===== src/rtl/dmse_pkg.sv =====
package dmse_pkg;
    localparam int MEM_BYTES = 128;
    localparam int ADDR_W = 7;
    localparam int PAGE_BYTES = 8;
    localparam int PAGE_W = 3;
    localparam logic [6:0] DEV_ADDR = 7'h50;
    localparam int CLK_HZ = 10_000_000;
    localparam int SCL_MAX_HZ = 400_000;
    localparam int SCL_MIN_CYC = (CLK_HZ + SCL_MAX_HZ - 1) / SCL_MAX_HZ;
    localparam int PROG_TIME_US = 10;
    localparam int PROG_CYC = (PROG_TIME_US * (CLK_HZ / 1_000_000) > 0) ? PROG_TIME_US * (CLK_HZ / 1_000_000) : 1;
    localparam logic [7:0] ERASED = 8'hff;
    typedef enum logic [2:0] {
        DMSE_IDLE = 3'b000,
        DMSE_DEVA = 3'b001,
        DMSE_WORD = 3'b011,
        DMSE_WDAT = 3'b010,
        DMSE_RDAT = 3'b110,
        DMSE_RACK = 3'b111,
        DMSE_SKIP = 3'b101
    } dmse_state_t;
    typedef struct packed {
        logic scl;
        logic sda;
        logic transmit_only_clock;
    } dmse_pins_t;
endpackage


===== src/rtl/dmse_sync.sv =====
`timescale 1ns/1ns
`default_nettype none
module dmse_sync #(
    parameter int W = 3
) (
    input wire logic clk_in,
    input wire logic rst_n_in,
    input wire logic [W-1:0] d_in,
    output logic [W-1:0] q_out
);
    logic [W-1:0] s1_q;
    initial begin
        if (W < 1) $error("dmse_sync width");
    end
    always_ff @(posedge clk_in or negedge rst_n_in) begin
        if (!rst_n_in) begin
            s1_q <= '1;
            q_out <= '1;
        end else begin
            s1_q <= d_in;
            q_out <= s1_q;
        end
    end
endmodule
`default_nettype wire


===== src/rtl/dmse_top.sv =====
`timescale 1ns/1ns
`default_nettype none
module dmse_top #(
    parameter int PROG_CYCLES = dmse_pkg::PROG_CYC
) (
    // Clock and reset
    input wire logic CORE_CLK_IN,
    input wire logic RESETN_IN,
    // Two-wire bus
    input wire logic SCL_IN,
    input wire logic SDA_IN,
    output logic SDA_OUT,
    output logic SDA_OE_OUT,
    // Transmit-only clock
    input wire logic TRANSMIT_ONLY_CLOCK_IN,
    // Status
    output logic I2C_MODE_OUT,
    output logic BUSY_OUT
);
    localparam int AW = dmse_pkg::ADDR_W;
    initial begin
        if (PROG_CYCLES < 1) $error("PROG_CYCLES must be positive");
        if ((1 << AW) != dmse_pkg::MEM_BYTES) $error("address width mismatch");
        // Edge finding costs three core cycles, so a bus clock period needs several of them
        if (dmse_pkg::SCL_MIN_CYC < 8) $error("core clock too slow for the bus clock");
    end

    // ----------------------------------------
    // Input synchronisation and edges
    // ----------------------------------------
    dmse_pkg::dmse_pins_t raw, syn;
    assign raw = '{scl: SCL_IN, sda: SDA_IN, transmit_only_clock: TRANSMIT_ONLY_CLOCK_IN};
    dmse_sync #(.W(3)) u_sync (
        .clk_in(CORE_CLK_IN),
        .rst_n_in(RESETN_IN),
        .d_in(raw),
        .q_out(syn)
    );
    logic scl_q, sda_q, transmit_only_clock_q;
    always_ff @(posedge CORE_CLK_IN or negedge RESETN_IN) begin
        if (!RESETN_IN) begin
            scl_q <= 1'b1;
            sda_q <= 1'b1;
            transmit_only_clock_q <= 1'b1;
        end else begin
            scl_q <= syn.scl;
            sda_q <= syn.sda;
            transmit_only_clock_q <= syn.transmit_only_clock;
        end
    end
    wire scl_rise = syn.scl && !scl_q;
    wire scl_fall = !syn.scl && scl_q;
    wire transmit_only_clock_rise = syn.transmit_only_clock && !transmit_only_clock_q;
    wire start_c = scl_q && syn.scl && sda_q && !syn.sda;
    wire stop_c = scl_q && syn.scl && !sda_q && syn.sda;

    // ----------------------------------------
    // Memory and mode
    // ----------------------------------------
    // Cells start erased, so transmit-only mode never shifts out unknown bits
    logic [7:0] mem [dmse_pkg::MEM_BYTES] = '{default: dmse_pkg::ERASED};
    logic i2c_mode_q;
    always_ff @(posedge CORE_CLK_IN or negedge RESETN_IN) begin
        if (!RESETN_IN) begin
            i2c_mode_q <= 1'b0;
        end else if (scl_fall) begin
            i2c_mode_q <= 1'b1;
        end
    end
    assign I2C_MODE_OUT = i2c_mode_q;

    function automatic logic [AW-1:0] page_next(input logic [AW-1:0] a);
        page_next = {a[AW-1:dmse_pkg::PAGE_W], a[dmse_pkg::PAGE_W-1:0] + 3'h1};
    endfunction

    // ----------------------------------------
    // Bus protocol
    // ----------------------------------------
    dmse_pkg::dmse_state_t st_q;
    logic [3:0] bit_q;
    logic [7:0] sh_q;
    logic [AW-1:0] addr_q, tx_addr_q;
    logic [2:0] tx_bit_q;
    logic ack_q, rd_q, rack_q;
    logic [7:0] wbuf_q [dmse_pkg::PAGE_BYTES];
    logic [dmse_pkg::PAGE_W:0] wcnt_q;
    logic [AW-1:0] wbase_q;
    logic prog_req;
    logic [$clog2(PROG_CYCLES+1)-1:0] prog_cnt_q;
    wire busy = prog_cnt_q != '0;
    assign BUSY_OUT = busy;

    always_ff @(posedge CORE_CLK_IN or negedge RESETN_IN) begin
        if (!RESETN_IN) begin
            st_q <= dmse_pkg::DMSE_IDLE;
            bit_q <= 4'h0;
            sh_q <= 8'h00;
            addr_q <= '0;
            ack_q <= 1'b0;
            rd_q <= 1'b0;
            rack_q <= 1'b0;
            wcnt_q <= '0;
            wbase_q <= '0;
        end else if (!i2c_mode_q) begin
            st_q <= dmse_pkg::DMSE_IDLE;
        end else if (start_c) begin
            st_q <= dmse_pkg::DMSE_DEVA;
            bit_q <= 4'h0;
            ack_q <= 1'b0;
            wcnt_q <= '0;
        end else if (stop_c) begin
            st_q <= dmse_pkg::DMSE_IDLE;
            ack_q <= 1'b0;
        end else if (scl_rise) begin
            if (bit_q < 4'h8) begin
                sh_q <= {sh_q[6:0], syn.sda};
                bit_q <= bit_q + 4'h1;
            end else if (st_q == dmse_pkg::DMSE_RACK) begin
                rack_q <= !syn.sda;
            end
        end else if (scl_fall) begin
            if (st_q == dmse_pkg::DMSE_RACK) begin
                // The host's acknowledge decides whether another byte follows
                bit_q <= 4'h0;
                st_q <= rack_q ? dmse_pkg::DMSE_RDAT : dmse_pkg::DMSE_SKIP;
                addr_q <= addr_q + 7'h1;
            end else if (bit_q == 4'h8 && !ack_q) begin
                unique case (st_q)
                    dmse_pkg::DMSE_DEVA: begin
                        ack_q <= sh_q[7:1] == dmse_pkg::DEV_ADDR && !busy;
                        rd_q <= sh_q[0];
                    end
                    dmse_pkg::DMSE_WORD: begin
                        ack_q <= 1'b1;
                        addr_q <= sh_q[AW-1:0];
                        wbase_q <= sh_q[AW-1:0];
                    end
                    dmse_pkg::DMSE_WDAT: begin
                        ack_q <= 1'b1;
                        if (wcnt_q < 4'(dmse_pkg::PAGE_BYTES)) wcnt_q <= wcnt_q + 4'h1;
                        addr_q <= page_next(addr_q);
                    end
                    dmse_pkg::DMSE_RDAT: begin
                        st_q <= dmse_pkg::DMSE_RACK;
                    end
                    default: begin
                        st_q <= dmse_pkg::DMSE_SKIP;
                    end
                endcase
                if (st_q == dmse_pkg::DMSE_DEVA && (sh_q[7:1] != dmse_pkg::DEV_ADDR || busy)) begin
                    st_q <= dmse_pkg::DMSE_SKIP;
                end
            end else if (bit_q == 4'h8) begin
                ack_q <= 1'b0;
                bit_q <= 4'h0;
                unique case (st_q)
                    dmse_pkg::DMSE_DEVA: st_q <= rd_q ? dmse_pkg::DMSE_RDAT : dmse_pkg::DMSE_WORD;
                    dmse_pkg::DMSE_WORD: st_q <= dmse_pkg::DMSE_WDAT;
                    default: st_q <= st_q;
                endcase
            end
        end
    end

    // Page bytes are staged and only committed after the stop, as real cells would
    always_ff @(posedge CORE_CLK_IN) begin
        if (i2c_mode_q && scl_fall && bit_q == 4'h8 && !ack_q && st_q == dmse_pkg::DMSE_WDAT) begin
            wbuf_q[addr_q[dmse_pkg::PAGE_W-1:0]] <= sh_q;
        end
    end

    assign prog_req = i2c_mode_q && stop_c && st_q == dmse_pkg::DMSE_WDAT && wcnt_q != '0;

    always_ff @(posedge CORE_CLK_IN or negedge RESETN_IN) begin
        if (!RESETN_IN) begin
            prog_cnt_q <= '0;
        end else if (prog_req) begin
            prog_cnt_q <= ($clog2(PROG_CYCLES+1))'(PROG_CYCLES);
        end else if (busy) begin
            prog_cnt_q <= prog_cnt_q - 1'b1;
        end
    end

    // Marks of the staged page, cleared at the next start condition
    logic [dmse_pkg::PAGE_BYTES-1:0] dirty_q;
    always_ff @(posedge CORE_CLK_IN or negedge RESETN_IN) begin
        if (!RESETN_IN) begin
            dirty_q <= '0;
        end else if (start_c && i2c_mode_q) begin
            dirty_q <= '0;
        end else if (i2c_mode_q && scl_fall && bit_q == 4'h8 && !ack_q && st_q == dmse_pkg::DMSE_WDAT) begin
            dirty_q[addr_q[dmse_pkg::PAGE_W-1:0]] <= 1'b1;
        end
    end

    always_ff @(posedge CORE_CLK_IN) begin
        if (prog_req) begin
            for (int i = 0; i < dmse_pkg::PAGE_BYTES; i++) begin
                if (dirty_q[i]) mem[{wbase_q[AW-1:dmse_pkg::PAGE_W], 3'(i)}] <= wbuf_q[i];
            end
        end
    end

    // ----------------------------------------
    // Data output
    // ----------------------------------------
    logic [7:0] rd_byte;
    assign rd_byte = mem[addr_q];
    always_ff @(posedge CORE_CLK_IN or negedge RESETN_IN) begin
        if (!RESETN_IN) begin
            tx_addr_q <= '0;
            tx_bit_q <= 3'h0;
        end else if (!i2c_mode_q && transmit_only_clock_rise) begin
            tx_bit_q <= tx_bit_q + 3'h1;
            if (tx_bit_q == 3'h7) tx_addr_q <= tx_addr_q + 7'h1;
        end
    end

    logic sda_oe_q;
    always_ff @(posedge CORE_CLK_IN or negedge RESETN_IN) begin
        if (!RESETN_IN) begin
            sda_oe_q <= 1'b0;
        end else if (!i2c_mode_q) begin
            sda_oe_q <= !mem[tx_addr_q][3'h7 - tx_bit_q];
        end else if (scl_fall || start_c || stop_c) begin
            sda_oe_q <= 1'b0;
        end else if (!syn.scl) begin
            if (bit_q == 4'h8 && ack_q) sda_oe_q <= 1'b1;
            else if (st_q == dmse_pkg::DMSE_RDAT && bit_q < 4'h8) sda_oe_q <= !rd_byte[3'(4'h7 - bit_q)];
        end
    end
    // Open drain: the pin is only ever pulled low
    assign SDA_OUT = 1'b0;
    assign SDA_OE_OUT = sda_oe_q;

    // ----------------------------------------
    // Checks
    // ----------------------------------------
    a_mode_sticky: assert property (@(posedge CORE_CLK_IN) disable iff (!RESETN_IN)
        i2c_mode_q |=> i2c_mode_q) else $error("left I2C mode");
    a_mode_entry: assert property (@(posedge CORE_CLK_IN) disable iff (!RESETN_IN)
        scl_fall |=> i2c_mode_q) else $error("no I2C mode after SCL fall");
    a_mode_cause: assert property (@(posedge CORE_CLK_IN) disable iff (!RESETN_IN)
        !i2c_mode_q && !scl_fall |=> !i2c_mode_q) else $error("mode changed without SCL fall");
    a_tx_advance: assert property (@(posedge CORE_CLK_IN) disable iff (!RESETN_IN)
        !i2c_mode_q && !scl_fall && transmit_only_clock_rise |=> tx_bit_q == $past(tx_bit_q) + 3'h1) else $error("tx bit stuck");
    a_prog_start: assert property (@(posedge CORE_CLK_IN) disable iff (!RESETN_IN)
        prog_req |=> busy) else $error("programming did not start");
    a_busy_nack: assert property (@(posedge CORE_CLK_IN) disable iff (!RESETN_IN)
        busy && st_q == dmse_pkg::DMSE_DEVA && bit_q == 4'h8 && scl_fall && !ack_q |=> !ack_q)
        else $error("acked while busy");
    a_page_wrap: assert property (@(posedge CORE_CLK_IN) disable iff (!RESETN_IN)
        st_q == dmse_pkg::DMSE_WDAT && !start_c |=> addr_q[AW-1:3] == wbase_q[AW-1:3]) else $error("left page");
    a_page_count: assert property (@(posedge CORE_CLK_IN) disable iff (!RESETN_IN)
        wcnt_q <= 4'(dmse_pkg::PAGE_BYTES)) else $error("page count overflow");
    a_read_advance: assert property (@(posedge CORE_CLK_IN) disable iff (!RESETN_IN)
        i2c_mode_q && st_q == dmse_pkg::DMSE_RACK && scl_fall |=> addr_q == $past(addr_q) + 7'h1)
        else $error("read address did not advance");
    c_mode_switch: cover property (@(posedge CORE_CLK_IN) disable iff (!RESETN_IN) $rose(i2c_mode_q));
    c_prog: cover property (@(posedge CORE_CLK_IN) disable iff (!RESETN_IN) $fell(busy));
    c_seq_read: cover property (@(posedge CORE_CLK_IN) disable iff (!RESETN_IN)
        st_q == dmse_pkg::DMSE_RACK ##1 st_q == dmse_pkg::DMSE_RDAT);
endmodule
`default_nettype wire


===== config.mk =====
export PLATFORM = sky130hd
export DESIGN_NAME = dmse_top
export DESIGN_NICKNAME = d
export VERILOG_FILES = /design/src/rtl/dmse_pkg.sv /design/src/rtl/dmse_sync.sv /design/src/rtl/dmse_top.sv
export SDC_FILE = /design/constraint.sdc
export NUM_CORES = 2
export LEC_CHECK = 0
export BUFFER_PORTS_ARGS = -buffer_cell sky130_fd_sc_hd__clkbuf_2
export CORE_MARGIN = 4
export CORE_UTILIZATION = 30
export DETAILED_ROUTE_END_ITERATION = 12
export PLACE_DENSITY_LB_ADDON = 0.15
export SLEW_MARGIN = 20
export SYNTH_ARGS = -nofsm -noshare
export SYNTH_HDL_FRONTEND = slang
export SYNTH_SLANG_ARGS = --single-unit

===== constraint.sdc =====
create_clock -name CORE_CLK_IN -period 3.9 [get_ports CORE_CLK_IN]
set_input_delay 0 -clock CORE_CLK_IN [delete_from_list [all_inputs] [get_ports CORE_CLK_IN]]
set_output_delay 0 -clock CORE_CLK_IN [all_outputs]
set_load 0.1 [all_outputs]

Yosys cells after proc, flatten, opt, wreduce, memory -nomap -nowiden:

Memory sizes are Yosys's and may differ from the RTL's.
Index checks and enable logic that the tools add are counted.

* RAM bits: 1088
* memories: 2
* word-level logic and storage cells: 215
* register bits after elaboration: 72
* input bits: 5

* reductions and logical operators: 65
* $add $sub $neg: 9
* equal/unequal tests: 25
* mux-type cells: 81
* bitwise operators: 6
* $lt $le $gt $ge: 6

Memory list
* mem: depth 128, width 8, read ports 2, clocked after memory_dff 0, wr ports 8, RTL line dmse_top.sv:61 `logic [7:0] mem [dmse_pkg::MEM_BYTES] = '{default: dmse_pkg::ERASED};`
* wbuf_q: depth 8, width 8, read ports 8, clocked after memory_dff 0, wr ports 1, RTL line dmse_top.sv:85 `logic [7:0] wbuf_q [dmse_pkg::PAGE_BYTES];`

Operators with widths (number)
* $mux 4: 16
* $mux 1: 41
* $reduce_and 8->1: 4
* $mux 3: 10
* $mux 7: 4
* $logic_and 1x1->1: 23
* $reduce_and 6->1: 3
* $mux 8: 2
* $reduce_bool 2->1: 8
* $add 7x1->7 const B: 2
* $pmux 7 s2: 1
* $lt 3x4->1 const B: 3
* $ne 4x4->1 const B: 3
* $pmux 3 s2: 2
* $reduce_bool 4->1: 3
* $logic_not 1->1: 10
* $reduce_and 5->1: 2
* $eq 3x3->1 const B: 3
* $reduce_bool 3->1: 3
* $add 4x1->4 const B: 2
* $lt 4x4->1 const B: 2
* $or 8x8->8: 1
* $eq 7x7->1 const B: 1
* $ne 7x3->1 const B: 1
* other kinds (27): 42

Logic depth before layout (Yosys ltp):

* depth after elaboration: 11
* mapped depth: 15

Modules after synthesis:

A second synthesis with hierarchy kept.

* cell total of the unflattened synthesis: 3429
* area, all modules: 54005.5 µm²

Modules (own cells, without submodules)
* dmse_top: cells each 3423, times used 1, sequential area each 34251.6 µm², area an instance 53847.9 µm²
* dmse_sync: cells each 6, times used 1, sequential area each 157.7 µm², area an instance 157.7 µm²

Least setup slack after synthesis:

No wires, ideal clock.

* kind: reg2reg
* start: register i2c_mode_q, in the netlist I2C_MODE_OUT
* end: memory mem[121][0], enable pin
* arrival: 2.949 ns
* library setup time: 0.371 ns
* setup slack: 0.580 ns
* clock period less this slack: 3.320 ns
* stages on the path, launching flop included: 7
* required time: 3.529 ns
* cell sequence: dfrtp_1 -> or4b_2 -> a21oi_1 -> clkbuf_1 -> nand2_1 -> clkbuf_1 -> nor2_1

RTL lines
* start, declared: RTL line dmse_top.sv:62 `logic i2c_mode_q;`
* start signal, assigned: RTL line dmse_top.sv:65 `i2c_mode_q <= 1'b0;`
* start signal, assigned: RTL line dmse_top.sv:67 `i2c_mode_q <= 1'b1;`
* end, declared: RTL line dmse_top.sv:61

Worst setup path after layout:

* start: register addr_q[1]
* end: register sda_oe_q, in the netlist SDA_OE_OUT

* longest elaborated chain between the ends: 9

Ends and longest elaborated chain
* start, declared: RTL line dmse_top.sv:82 `logic [AW-1:0] addr_q, tx_addr_q;`
* start signal, assigned: RTL line dmse_top.sv:126 `addr_q <= addr_q + 7'h1;`
* start signal, assigned: RTL line dmse_top.sv:135 `addr_q <= sh_q[AW-1:0];`
* start signal, assigned: RTL line dmse_top.sv:141 `addr_q <= page_next(addr_q);`
* $mem_v2 128x8
* $bmux 1 s3: RTL line dmse_top.sv:229 `else if (st_q == dmse_pkg::DMSE_RDAT && bit_q < 4'h8) sda_oe_q <= !rd_byte[3'(4'h7 - bit_q)];`
* $mux 1 (implied by the code): RTL line dmse_top.sv:229
* $logic_not 1->1: RTL line dmse_top.sv:229
* $mux 1: RTL line dmse_top.sv:229
* $mux 1: RTL line dmse_top.sv:228 `if (bit_q == 4'h8 && ack_q) sda_oe_q <= 1'b1;`
* $mux 1: RTL line dmse_top.sv:227 `end else if (!syn.scl) begin`
* $mux 1: RTL line dmse_top.sv:225 `end else if (scl_fall || start_c || stop_c) begin`
* $mux 1: RTL line dmse_top.sv:223 `end else if (!i2c_mode_q) begin`
* end signal, assigned: RTL line dmse_top.sv:224 `sda_oe_q <= !mem[tx_addr_q][3'h7 - tx_bit_q];`
* end signal, assigned: RTL line dmse_top.sv:229
* end, declared: RTL line dmse_top.sv:219 `logic sda_oe_q;`

No other way between the ends. The select of a mux whose other input is x is not followed.
A chain may end at the register's enable or synchronous reset.

==> impl_metrics.yaml <==
synth:
  synth_ff_type: "edfxtp_1"
  synth_adder_area_share_pct: 0.257
  yosysWarnings: 0
  synthArstFlopShare_pct: 5.96
  synthTopCellsByArea: "edfxtp_1 61%, mux4_2 13%, dfrtp_1 2.8%"
  syn-num-nets: 3304
  syn_area_mm2: 0.0536
  synth_top_family_by_area: "multiplexers"
  synth_cell_types: 75
  ys_ff_latch: 1157
  netlist_instances: 3288
  synthMuxAreaShare_pct: 18.3
  synth_compound_area_share_pct: 9.30
  yosysSeqAreaShare_pct: 64.3
  synth_top_area_cell: "edfxtp_1"
  synth_enable_flop_cells: 1088
  synth_top_cell_area_share_pct: 61.0
  synth-simple-area-share_pct: 4.95
  postSynthAreaPerCell_um2: 16.3
  synth-xor-area-share_pct: 0.229
timing:
  fmax_mhz: 273
  setup_viol_count_final: 0
  setup_tns_ps: 0
  finalClockSkew_ps: 40.9
  worst_slew_pin_slew_ps: 1370
  finalHoldViolations: 0
  worst_hold_slack_ps: 329
  rsz0062_at_grt: "false"
  post-route-period-util_pct: 94.0
  slew_headroom_pct: 8.41
  period_minus_slack_ps: 3670
  slew_violations: 0
worst_setup_path:
  end_kind: "flip-flop"
  startpoint_type: "flip-flop"
  slowest_stage: "a311oi_1"
  crit_type: "flip-flop to flip-flop"
  r2r-end: "SDA_OE_OUT"
  critical_path_required_ps: 4600
  timing.reg2reg.worst_path_depth: 11
  cp-endpoint: "SDA_OE_OUT"
  cp_data_arrival_time_ps: 4360
  crit_start: "addr_q[1]"
  cp_max_fo: 14
  reg2reg_from: "addr_q[1]"
  cp_cell_sequence: "nor2b_4, buf_4, a22o_1, a221oi_1, a311oi_1, buf_4, a31oi_1, a32oi_1, a31oi_1, nand4_1, o311ai_1"
  r2r_setup_slack_ps: 230
  max_stage_delay_ps: 790
route:
  postRouteAntennaNets: 0
  wl_per_cell_um: 46.9
  wl_um: 289000
  firstDrtPassIters: 6
  route.detailed.drc: 0
  initialDrtViolationCount: 7938
  vias: 40000
  vias_per_cell: 6.50
grt:
  grt_pass1_vias: 38000
  track_usage_pct: 30.6
  grt_start_max_net_pins: 53
  grt_pass1_wl_um: 377000
  grt.overflow.total: 0
  antenna_found_initial: 65
min_path:
  hold_class: "primary input to asynchronous set/reset pin"
cts:
  path_clk_slew_ps: 70
  ctsRootBufferMaster: "clkbuf_16"
  numCtsBuffers: 138
  cts_buffer_depth: 3
  htreeDepth: 4
  cts_setup_buffers: 0
  cts_tree: "done"
  cts_sinks: 1157
  clkLatencyLatePin_ps: 820
finish:
  drive_gt1_share_pct: 31.2
  fillers: 16700
  stdcell_count: 6166
  final_nets: 3693
  syn2layout_area_growth_pct: 19.9
  final-seq-area_mm2: 0.0344
  multiInputGateArea_mm2: 0.0178
floorplanning:
  die_y_um: 431
  die-area_mm2: 0.185
  io_pins: 9
  core_area_mm2: 0.177
  rows: 154
  die_w_um: 431
  start_util_pct: 30.3
placed_design:
  gp_congestion: 1.01
  dp_hpwl_um: 193000
  io_buffers: 7
  placed_cells: 5868
power:
  ir_worst_vdd_v: 0.000310
  p_per_area_mw_per_mm2: 416
  power_leakage_nw: 20.1
run_status:
  status: "complete, no violations"
job:
  maxCapViolCount: 0
## where the power goes
| group | leakage [nW] | switching [mW] | internal [mW] |
|---|---|---|---|
| clock | 2.08 | 5.52 | 7.03 |
| sequential | 10.7 | 0.223 | 13.5 |
| combinational | 7.37 | 0.240 | 0.167 |
| total | 20.1 | 5.99 | 20.7 |
## how the worst min path moves through the flow
stage | start | to | slack, ps | cells past startpoint
floorplan | RESETN_IN | I2C_MODE_OUT | -300 | 0
global placement | SCL_IN | u_sync.s1_q[2] | 90 | 1
detailed placement | SCL_IN | u_sync.s1_q[2] | 90 | 1
CTS | SDA_IN | u_sync.s1_q[1] | 330 | 3
finish | RESETN_IN | transmit_only_clock_q | 330 | 3
global route | u_sync.s1_q[0] | u_sync.q_out[0] | 360 | 0
## synth_stat cells, drive strengths merged (6+ instances only)
library cell,count
o311ai,6
a21oi,115
a32oi,7
o2bb2ai,15
nor3,24
a211oi,24
nand2b,14
a22oi,99
dfstp,9
and2,9
buf,155
clkbuf,109
o211ai,23
nor2b,23
a2111oi,8
nand4,21
a222oi,7
o21ai,98
mux2i,127
a31oi,16
a221o,22
a311oi,14
nor3b,11
xnor2,9
and3,15
and3b,7
nor4,8
a22o,30
inv,17
o22ai,12
ha,11
mux4,321
mux2,116
nand3,56
o31ai,8
edfxtp,1088
dfrtp,60
o221ai,17
a221oi,128
nand2,124
nor2,238
o2111ai,8
## stage by stage
step / setup WS, ps / util (%) / power, mW / instance area (um2)
detailed placement: 391 / 33.8 / 14.4 / 59800
global placement: -41.7 / 33.7 / 14.4 / 59600
floorplan: 580 / - / 14.2 / 53600
global route: 165 / 36.3 / 27.4 / 64100
CTS: 372 / 36.3 / 26.8 / 64100
finish: 234 / 36.3 / 26.7 / 64200
## metal layers
metal | global-route usage, % | part of all wire, %
met3 | 9.15 | 13
met1 | 40.9 | 38
met4 | 16.5 | 6.6
met2 | 44.7 | 43
met5 | 0 | 0.032
## logic make-up (layout without fill, tap and decap cells)
family,after synthesis,after routing
flops,1157,1157
compound gates,686,686
simple gates,572,572
mux,564,564
buf+inv,283,784
xor+xnor,14,14
fa+ha+maj,11,11
other cells,1,38
## flip-flops by register name, indices dropped and copies added (netlist names), 3 cells and up
name	flops
addr_q	7
bit_q	4
dirty_q	8
mem	1024
prog_cnt_q	7
sh_q	8
st_q	3
tx_addr_q	7
tx_bit_q	3
u_sync.q_out	3
u_sync.s1_q	3
wbase_q	4
wbuf_q	64
wcnt_q	4
## cells in the final DEF, fill, tap and decap left out, types with 12 or more instances in the layout
master,n
diode_2,37
a22oi_1,99
a21oi_1,115
a221oi_1,128
mux2_2,116
a22o_1,30
o211ai_1,23
nand3_1,56
mux4_2,321
and3_1,14
nor2b_1,15
mux2i_1,127
buf_4,437
o221ai_1,17
nor3_1,21
nand4_1,21
a221o_1,22
clkinv_1,32
a211oi_1,24
clkinv_2,20
o21ai_0,98
a31oi_1,16
edfxtp_1,1088
dfrtp_1,51
o22ai_1,12
nand2b_1,14
inv_1,15
a311oi_1,14
nand2_1,124
clkbuf_1,34
clkbuf_16,141
nor2_1,235
o2bb2ai_1,15
buf_12,54
## worst max-delay path, delay by kind of cell (launching register included)
family	cells	cell delay, ps
compound gates	7	1470
buf+inv	2	530
flops	1	590
simple gates	2	920
## what timing repair did
action / 4_1_cts / 5_1_grt
resized for setup: 0 / 0
endpoints found under the hold margin: 66 / 0
hold buffers: 9 / 0
## area by class of cell
type	instances	share of cell area, %
Antenna cell	37	0.144
Clock buffer	176	5.71
Clock inverter	76	0.949
Inverter	19	0.115
Multi-Input combinational cell	1848	27.7
Sequential cell	1157	53.6
Tap cell	2340	4.56
Timing Repair Buffer	513	7.17
Note: power is estimated with default switching activity, not from simulation.
